## src/bcc_cfg.svh

```systemverilog
// Purpose: constants of the bridge control configuration block
// Assumes: 8-bit register port, byte offsets as printed
// Notes: definitions only
`ifndef BCC_CFG_SVH
`define BCC_CFG_SVH

`define BCC_STATUS_OFS 8'h50
`define BCC_CONFIG_OFS 8'h54

`define BCC_CFG_OUTSIDE_CTL_BIT 7
`define BCC_CFG_RX_IRQ_EN_BIT 6
`define BCC_CFG_REM_LOAD_OFF_BIT 5
`define BCC_CFG_AUTOSTART_OFF_BIT 4
`define BCC_CFG_PROT_AUTO_OFF_BIT 3

`define BCC_STS_RX5V_BIT 7
`define BCC_STS_RX_IRQ_BIT 6
`define BCC_STS_PROT_IRQ_BIT 5
`define BCC_STS_INIT_DONE_BIT 4
`define BCC_STS_REM_LOADED_BIT 3
`define BCC_STS_CFG_DONE_BIT 2
`define BCC_STS_CFG_CKSUM_BIT 1
`define BCC_STS_ID_CKSUM_BIT 0

`define BCC_CONFIG_RESET 8'h00
`define BCC_CONFIG_RW_MASK 8'hf8
`define BCC_UNMAPPED_READ 8'h00
`define BCC_RDATA_RESET 8'h00
`define BCC_PIN_IDLE 1'b1

`endif

```

## src/bcc_pkg.sv

```systemverilog
// Purpose: shared types of the bridge control configuration block
// Assumes: nothing beyond the cfg header
// Notes: gray codes along the normal start-up path
package bcc_pkg;
    typedef enum logic [2:0] {
        BCC_IDLE = 3'h0,
        BCC_ID_LOAD = 3'h1,
        BCC_RX_INIT = 3'h3,
        BCC_PROT_PROG = 3'h2,
        BCC_DONE = 3'h6
    } bcc_state_t;
endpackage

```

## src/bcc_seq_if.sv

```systemverilog
// Purpose: carrier between register bank and bridge control sequencer
// Assumes: single clock domain
// Notes: req signals are levels, done signals one-cycle pulses
`timescale 1ns/1ns
interface bcc_seq_if;
    logic run;
    logic rem_load_off;
    logic autostart_off;
    logic prot_auto_off;
    logic id_load_req;
    logic id_load_done;
    logic rx_init_req;
    logic rx_init_done;
    logic prot_req;
    logic prot_done;
    logic cfg_done_flag;
    logic init_done_flag;
    logic rem_loaded_set;

    modport seq (
        input run, rem_load_off, autostart_off, prot_auto_off,
        input id_load_done, rx_init_done, prot_done,
        output id_load_req, rx_init_req, prot_req,
        output cfg_done_flag, init_done_flag, rem_loaded_set
    );
    modport ctl (
        output run, rem_load_off, autostart_off, prot_auto_off,
        output id_load_done, rx_init_done, prot_done,
        input id_load_req, rx_init_req, prot_req,
        input cfg_done_flag, init_done_flag, rem_loaded_set
    );
endinterface

```

## src/bcc_seq.sv

```systemverilog
// Purpose: internal bridge control start-up sequencer
// Assumes: engines answer each request with a one-cycle done pulse
// Notes: dropping run aborts at once and the sequence restarts later
`timescale 1ns/1ns
module bcc_seq
    import bcc_pkg::*;
(
    input wire logic clk,
    input wire logic nrst,
    bcc_seq_if.seq sq
);
    bcc_state_t state;
    bcc_state_t next_state;
    logic cfg_done;
    logic next_cfg_done;

    always_comb
    begin
        next_state = state;
        next_cfg_done = cfg_done;
        if (!sq.run)
        begin
            // outside controller owns receiver and protection setup
            next_state = BCC_IDLE;
            next_cfg_done = 1'b0;
        end
        else
        begin
            case (state)
                BCC_IDLE:
                begin
                    if (!sq.rem_load_off)
                        next_state = BCC_ID_LOAD;
                    else
                    begin
                        next_state = BCC_RX_INIT; // skip remote load
                        next_cfg_done = 1'b1;
                    end
                end
                BCC_ID_LOAD:
                begin
                    if (sq.id_load_done)
                    begin
                        next_state = BCC_RX_INIT;
                        next_cfg_done = 1'b1;
                    end
                end
                BCC_RX_INIT:
                begin
                    if (sq.autostart_off || sq.rx_init_done)
                        next_state = BCC_PROT_PROG;
                end
                BCC_PROT_PROG:
                begin
                    if (sq.prot_auto_off || sq.prot_done)
                        next_state = BCC_DONE;
                end
                default:
                    next_state = BCC_DONE;
            endcase
        end
    end

    always_ff @(posedge clk or negedge nrst)
    begin
        if (!nrst)
        begin
            state <= BCC_IDLE;
            cfg_done <= 1'b0;
        end
        else
        begin
            state <= next_state;
            cfg_done <= next_cfg_done;
        end
    end

    // requests gated by run so nothing starts under outside control
    assign sq.id_load_req = sq.run && (state == BCC_ID_LOAD);
    assign sq.rx_init_req = sq.run && (state == BCC_RX_INIT) && !sq.autostart_off;
    assign sq.prot_req = sq.run && (state == BCC_PROT_PROG) && !sq.prot_auto_off;
    assign sq.rem_loaded_set = sq.run && (state == BCC_ID_LOAD) && sq.id_load_done;
    assign sq.cfg_done_flag = cfg_done;
    assign sq.init_done_flag = (state == BCC_DONE);
endmodule

```

## src/bcc_top.sv

```systemverilog
// Purpose: bridge control configuration and status registers with start-up control
// Assumes: register port and all pins synchronous to clk
// Notes: interrupt pin is active low and follows the receiver pending level while bit 6 is set
//
// Overview of operation
// outside control bit 7 set disables internal bridge control sequencing.
// under outside control, no receiver init or protection start by device.
// outside controller on the serial port does init and protection itself.
// strap pin loads bits 7 and 5 at power-up.
// bit 6 gates receiver interrupts onto the interrupt pin.
// software reads status to find whether receiver or protection interrupted.
// remote load enabled: fetch identification data from remote EEPROM.
// bit 5 set skips the remote identification load.
// receiver auto-initialised unless bit 4 set.
// with bit 4 set, EEPROM config or outside controller initialises receiver.
// by default device programs receiver protection control register.
// bit 3 set stops automatic protection control register writes.
// status at 0x50 shows receiver interrupt pending at bit 6.
// status bit 3 set once remote identification load completes.
// interrupt pin asserted while enabled receiver interrupt pending.
`timescale 1ns/1ns
`include "bcc_cfg.svh"
module bcc_top
    import bcc_pkg::*;
(
    input wire logic clk,
    input wire logic nrst,
    input wire logic [7:0] reg_addr,
    input wire logic reg_wr,
    input wire logic reg_rd,
    input wire logic [7:0] reg_wdata,
    output logic [7:0] reg_rdata,
    input wire logic second_strap_pin,
    input wire logic rx5v_detect,
    input wire logic rx_irq_pending,
    input wire logic prot_irq_pending,
    input wire logic id_checksum_ok,
    output logic id_load_start,
    input wire logic id_load_done,
    output logic rx_init_start,
    input wire logic rx_init_done,
    output logic prot_prog_start,
    input wire logic prot_prog_done,
    output logic interrupt_output_pin_n
);
    bcc_seq_if sq ();

    logic [7:0] config_reg;
    logic [7:0] next_config_reg;
    logic strap_taken;
    logic next_strap_taken;
    logic rem_loaded;
    logic next_rem_loaded;
    logic id_cksum;
    logic next_id_cksum;
    logic [7:0] rdata;
    logic [7:0] next_rdata;
    logic irq_n;
    logic next_irq_n;
    logic [7:0] status_now;

    // config register with strap capture at the first edge after reset release
    always_comb
    begin
        next_config_reg = config_reg;
        next_strap_taken = 1'b1;
        if (!strap_taken)
        begin
            // writes in this cycle are dropped so the strap always lands
            next_config_reg[`BCC_CFG_OUTSIDE_CTL_BIT] = second_strap_pin;
            next_config_reg[`BCC_CFG_REM_LOAD_OFF_BIT] = second_strap_pin;
        end
        else if (reg_wr && (reg_addr == `BCC_CONFIG_OFS))
            next_config_reg = reg_wdata & `BCC_CONFIG_RW_MASK;
    end

    always_ff @(posedge clk or negedge nrst)
    begin
        if (!nrst)
        begin
            config_reg <= `BCC_CONFIG_RESET;
            strap_taken <= 1'b0;
        end
        else
        begin
            config_reg <= next_config_reg;
            strap_taken <= next_strap_taken;
        end
    end

    // sequencer hookup
    assign sq.run = strap_taken && !config_reg[`BCC_CFG_OUTSIDE_CTL_BIT];
    assign sq.rem_load_off = config_reg[`BCC_CFG_REM_LOAD_OFF_BIT];
    assign sq.autostart_off = config_reg[`BCC_CFG_AUTOSTART_OFF_BIT];
    assign sq.prot_auto_off = config_reg[`BCC_CFG_PROT_AUTO_OFF_BIT];
    assign sq.id_load_done = id_load_done;
    assign sq.rx_init_done = rx_init_done;
    assign sq.prot_done = prot_prog_done;

    bcc_seq u_seq (
        .clk(clk),
        .nrst(nrst),
        .sq(sq)
    );

    // handshake requests are combinational from the sequencer state
    assign id_load_start = sq.id_load_req;
    assign rx_init_start = sq.rx_init_req;
    assign prot_prog_start = sq.prot_req;

    // remote load flag held until reset; checksum result from the latest completed load
    always_comb
    begin
        next_rem_loaded = rem_loaded;
        next_id_cksum = id_cksum;
        if (sq.rem_loaded_set)
        begin
            next_rem_loaded = 1'b1;
            next_id_cksum = id_checksum_ok;
        end
    end

    always_ff @(posedge clk or negedge nrst)
    begin
        if (!nrst)
        begin
            rem_loaded <= 1'b0;
            id_cksum <= 1'b0;
        end
        else
        begin
            rem_loaded <= next_rem_loaded;
            id_cksum <= next_id_cksum;
        end
    end

    // live status view; pending bits come straight from their sources
    always_comb
    begin
        status_now = 8'h00;
        status_now[`BCC_STS_RX5V_BIT] = rx5v_detect;
        status_now[`BCC_STS_RX_IRQ_BIT] = rx_irq_pending;
        status_now[`BCC_STS_PROT_IRQ_BIT] = prot_irq_pending;
        status_now[`BCC_STS_INIT_DONE_BIT] = sq.init_done_flag;
        status_now[`BCC_STS_REM_LOADED_BIT] = rem_loaded;
        status_now[`BCC_STS_CFG_DONE_BIT] = sq.cfg_done_flag;
        status_now[`BCC_STS_CFG_CKSUM_BIT] = 1'b0;
        status_now[`BCC_STS_ID_CKSUM_BIT] = id_cksum;
    end

    // registered read data, one cycle after the read strobe
    // holding the last value keeps the port quiet between reads
    always_comb
    begin
        next_rdata = rdata;
        if (reg_rd)
        begin
            if (reg_addr == `BCC_STATUS_OFS)
                next_rdata = status_now;
            else if (reg_addr == `BCC_CONFIG_OFS)
                next_rdata = config_reg;
            else
                next_rdata = `BCC_UNMAPPED_READ;
        end
    end

    // interrupt pin registered; only the receiver source is gated here
    always_comb
    begin
        next_irq_n = !(config_reg[`BCC_CFG_RX_IRQ_EN_BIT] && rx_irq_pending);
    end

    // registered so the pin never glitches on a config write
    always_ff @(posedge clk or negedge nrst)
    begin
        if (!nrst)
        begin
            irq_n <= `BCC_PIN_IDLE;
        end
        else
        begin
            irq_n <= next_irq_n;
        end
    end

    always_ff @(posedge clk or negedge nrst)
    begin
        if (!nrst)
        begin
            rdata <= `BCC_RDATA_RESET;
        end
        else
        begin
            rdata <= next_rdata;
        end
    end

    assign reg_rdata = rdata;
    assign interrupt_output_pin_n = irq_n;
endmodule

```

## config.mk

```make
export PLATFORM = sky130hd
export DESIGN_NAME = bcc_top
export DESIGN_NICKNAME = d
export VERILOG_FILES = /design/src/bcc_pkg.sv /design/src/bcc_seq_if.sv /design/src/bcc_seq.sv /design/src/bcc_top.sv
export VERILOG_INCLUDE_DIRS = /design/src /design/src/src
export SDC_FILE = /design/constraint.sdc
export NUM_CORES = 1
export LEC_CHECK = 0
export ABC_AREA = 1
export BUFFER_PORTS_ARGS = -buffer_cell sky130_fd_sc_hd__clkbuf_2
export CAP_MARGIN = 20
export CORE_AREA = 5 5 55 57
export CTS_CLUSTER_DIAMETER = 60
export CTS_CLUSTER_SIZE = 8
export DETAILED_ROUTE_END_ITERATION = 16
export DIE_AREA = 0 0 60 62
export PLACE_DENSITY = 0.73
export SYNTH_ARGS = -nofsm -noshare
export SYNTH_HDL_FRONTEND = slang
export SYNTH_SLANG_ARGS = --single-unit
```

## constraint.sdc

```tcl
create_clock -name clk -period 1.49 [get_ports clk]
set_input_delay 0.2235 -clock clk [delete_from_list [all_inputs] [get_ports clk]]
set_output_delay 0.2235 -clock clk [all_outputs]
set_load 0.05 [all_outputs]
```

Word level (Yosys, flattened, before mapping)
Cells that the tools add are included.

operators by class
  eq/ne operators = 12
  muxes and demuxes = 15
  reductions and logical operators = 19

operators by type and width
  cell                                                   number
  two-way mux 8 bit                                      3
  equality test 8 x 7 -> 1 bit, second input constant    2
  inequality test 3 bit, second input constant           5
  two-way mux 3 bit                                      4
  case mux 3 bit (4 select lines)                        1
  logical AND 1 bit                                      9
  equality test 3 x 2 -> 1 bit, second input constant    2
  AND reduction 3 bit                                    2
  two-way mux 1 bit                                      5
  zero test 1 bit                                        4
  equality test 3 x 1 -> 1 bit, second input constant    1
  equality test 3 bit, second input constant             1
  zero test 3 bit                                        1
  logical OR 1 bit                                       2
  two-way mux 2 bit                                      1
  inequality test 2 x 1 -> 1 bit, second input constant  1
  case mux 1 bit (2 select lines)                        1
  AND reduction 2 bit                                    1

word-level totals
  bits in registers = 21
  input port bits = 28
  output and inout port bits = 12
  word-level logic and storage cells = 55

Longest topological paths before layout
  depth after elaboration = 4
  depth in mapped cells = 8
  gate-level depth less buffers = 8

Cells and area by module
From an unflattened synthesis, not the netlist that was laid out.

second synthesis, totals
  cell total of the unflattened synthesis = 148
  area total of the unflattened synthesis = 1111.1 sq um

by module, submodules not included
  module   times used  cells each  area each (sq um)  sequential area each (sq um)
  bcc_top  1           107         843.3              401.6
  bcc_seq  1           41          267.8              100.1

Least setup slack after synthesis
Ideal clock, no wire load.

  path kind = register -> output
  from = reg strap_taken
  to = out prot_prog_start
  arrival = 1.729 ns
  required time = 1.266 ns
  slack = -0.462 ns
  stages on the path, launching flop included = 6
  buffers on the path = 1
  path through = dfrtp_1 buf_6 inv_6 nor2_8 nand2_4 nor3_1

on the way
  longest elaborated chain between the ends = 3

RTL lines
  element                          line           RTL
  start: declaration               bcc_top.sv:50  logic strap_taken;
  start signal: assignment         bcc_top.sv:87  strap_taken <= next_strap_taken;
  logical AND 1 bit                bcc_top.sv:92  assign sq.run = strap_taken && !config_reg[`BCC_CFG_OUTSIDE_CTL_BIT];
  logical AND 1 bit (2 in series)  bcc_seq.sv:81  assign sq.prot_req = sq.run && (state == BCC_PROT_PROG) && !sq.prot_auto_off;
  end: declaration                 bcc_top.sv:42  output logic prot_prog_start,

No other way between the ends.

Worst setup path in the final report
  from = reg config_reg[7]
  to = out prot_prog_start

on the way
  longest elaborated chain between the ends = 4

RTL lines
  element                          line           RTL
  start: declaration               bcc_top.sv:48  logic [7:0] config_reg;
  start signal: assignment         bcc_top.sv:81  config_reg <= `BCC_CONFIG_RESET;
  start signal: assignment         bcc_top.sv:86  config_reg <= next_config_reg;
  zero test 1 bit                  bcc_top.sv:92
  logical AND 1 bit                bcc_top.sv:92
  logical AND 1 bit (2 in series)  bcc_seq.sv:81

No other way between the ends.

==> metrics.cfg <==
[timing]
period_needed_ns=1.573
setup_violations=3
clock-skew-final_ns=0.003479
maxSlewViolCount=0
clock.fmax_mhz=635.6
setup_ws_ns=-0.08335
rsz0062_at_grt=yes
setup-tns-final_ns=-0.1376
hold_viol_final=0
period_share_pct=105.6

[grt]
grt_antenna_before_repair=0
grt_pass1_wl_mm=4.388
first_global_vias=1077
gr-total-overflow=0
grt_max_degree=21
grt_usage_pct=15.31

[placed_design]
finalWeightedCongestion=0.8116
dpl_cell_area_mm2=0.001308
numPortBuffers=35
dp_worst_setup_slack_ns=0.1374
hpwlAfterDp_mm=1.960

[layout]
syn2layout_area_growth_pct=31.57
finish.net_count=220
finish.utilization_pct=58.74
fin_area_mm2=0.001429
drive_gt1_share_pct=31.94
diodes=0
num-fill-cells=241
largest_register_ffs=7

[detailed_routing]
dr.pass1.iters=4
drc=0
vias_per_cell=4.692
routed_wirelength_mm=2.477
antenna_left=0
wl_per_cell_um=11.21
vias=1037
drt_iter0_markers=36

[worst_setup_path]
worstSetupPathType=flop to output port
cp-end-kind=output port
arrival_ns=1.35
crit_chain=nor2_8 -> nand2_4 -> nor3_4 -> buf_8
r2r-end=u_seq.state[1]$_DFFE_PN0P_
slowest_stage=dfrtp_2
slowest_delay_ns=0.46
reg2reg_depth=4
startpoint_type=flop
crit_required_ns=1.27
rrSetupSlack_ns=0.25
r2r-start=config_reg[7]$_DFFE_PN0P_
critPathLaunch=config_reg[7]$_DFFE_PN0P_
crit_fanout=4

[clocking]
cts_tree=done
cts_sinks=20
insertion_delay_ns=0.29
cts_buffers=3
clock_path_buffers=2
root_buffer=clkbuf_4
path_clk_slew_ns=0.11
cts.htree.levels=1

[status]
status=finished, violations left
violations=negative setup slack

[logic_synthesis]
syn-num-nets=175
yosysSeqAreaShare_pct=46.20
netlist_area_mm2=0.001086
synth_compound_area_share_pct=0.9217
yosysWarnings=0
synth_fa_ha_area_share_pct=0
synth_mux_area_share_pct=0
ys_seq_elements=20
synth-simple-area-share_pct=44.35
synth_cell_type_count=21
postSynthAreaPerCell_um2=7.388
syn_inst=147
synth_xor_area_share_pct=0
synth_top_family_by_area=simple AND/OR/NAND/NOR gates

[min_path]
holdPathEnd=interrupt_output_pin_n$_DFF_PN1_
min_path_type=primary input to flop
holdCritStartpoint=rx_irq_pending
hold_depth=2

[die]
io_pins=40
core_mm2=0.002432
start_util_pct=44.65
die_area_mm2=0.003720
die_y_um=62
die_x_um=60
rows=18

[flow_run]
drv_cap=0

[power_and_ir_drop]
powerDensity_mw_per_mm2=795.5
ir_drop_mv=0.4866
p_leak_nw=0.8089

cells in the final DEF (no fill, tap or decap):
cell,instances
and3_2,1
buf_4,7
buf_8,3
clkbuf_2,32
clkbuf_4,3
clkbuf_8,1
conb_1,2
dfrtp_1,17
dfrtp_2,2
dfstp_2,1
dlygate4sd3_1,1
inv_1,12
inv_2,2
inv_6,1
nand2_1,59
nand2_2,1
nand2_4,1
nand3_1,18
nand4_1,4
nor2_1,15
nor2_2,1
nor2_4,1
nor2_8,1
nor3_4,3
o21ai_0,2
final cells by class:
| class | instances | area (um^2) | area share, % |
|---|---|---|---|
| clock buffer | 4 | 36.28 | 2.539 |
| sequential | 20 | 504.2 | 35.29 |
| inverter | 15 | 61.31 | 4.291 |
| tap | 30 | 37.54 | 2.627 |
| multi-input combinational | 109 | 521.8 | 36.51 |
| timing repair buffer | 43 | 267.8 | 18.74 |
cells by family after synthesis:
family          Yosys count
buf+inv                  18
flops                    20
compound gates            2
simple gates            105
other cells               2
cell usage after synthesis:
library cell,n,share of area (%)
nand2_1,59,20
dfrtp_1,19,44
nand3_1,18,8.3
nor2_1,15,5.2
inv_1,14,4.8
nand4_1,4,2.3
conb_1,2,0.69
nor3_1,2,0.92
o21ai_0,2,0.92
and3_2,1,0.69
buf_2,1,0.46
buf_4,1,0.69
buf_6,1,1.0
dfstp_2,1,2.4
inv_6,1,0.81
nand2_2,1,0.58
nand2_4,1,1.0
nor2_2,1,0.58
nor2_4,1,1.0
nor2_8,1,1.8
nor3_4,1,1.5
through the flow:
step	power [mW]	cells	hold WS, ns
finish	1.137	221	0.06270
global route	1.199	221	0.05203
CTS	1.138	221	0.05780
detailed placement	0.8075	212	0.2127
global placement	0.7987	212	0.2011
floorplan	0.7347	147	-0.07209
critical path: cells and delay by family (launching register included):
| family | cells | cell delay, ns |
|---|---|---|
| AND/OR/NAND/NOR | 3 | 0.43 |
| flip-flops | 1 | 0.46 |
| buffers and inverters | 1 | 0.17 |
how the worst max path moves through the flow:
stage                 endpoint  slack (ns)  depth (start not counted)
2_1_floorplan  prot_prog_start       -0.03                          5
3_3_place_gp     id_load_start        0.15                          4
3_5_place_dp   prot_prog_start        0.14                          4
4_1_cts        prot_prog_start       -0.09                          4
5_1_grt        prot_prog_start       -0.16                          5
6_report       prot_prog_start       -0.08                          4
report_power, final:
part / internal (mW) / switching [mW] / total (mW)
clock network: 0.149 / 0.160 / 0.309
registers: 0.577 / 0.0340 / 0.611
logic: 0.0879 / 0.129 / 0.217
total: 0.813 / 0.323 / 1.14
metal layers:
layer	wire [um]	vias to the layer above	track usage [%]
li1	-	542	-
met1	1069	470	18.45
met2	1250	23	28.40
met3	143	2	2.479
met4	13	0	3.797
met5	0	-	0
repair_timing:
item | in CTS | in global routing
setup buffers | 4 | 0
endpoints found under the hold margin | 19 | 0
pin swaps | 0 | 1
resized for setup | 10 | 5
hold buffers | 1 | 0
endpoints found under the setup margin | 3 | 3
Power figures use the tool's default switching activity.
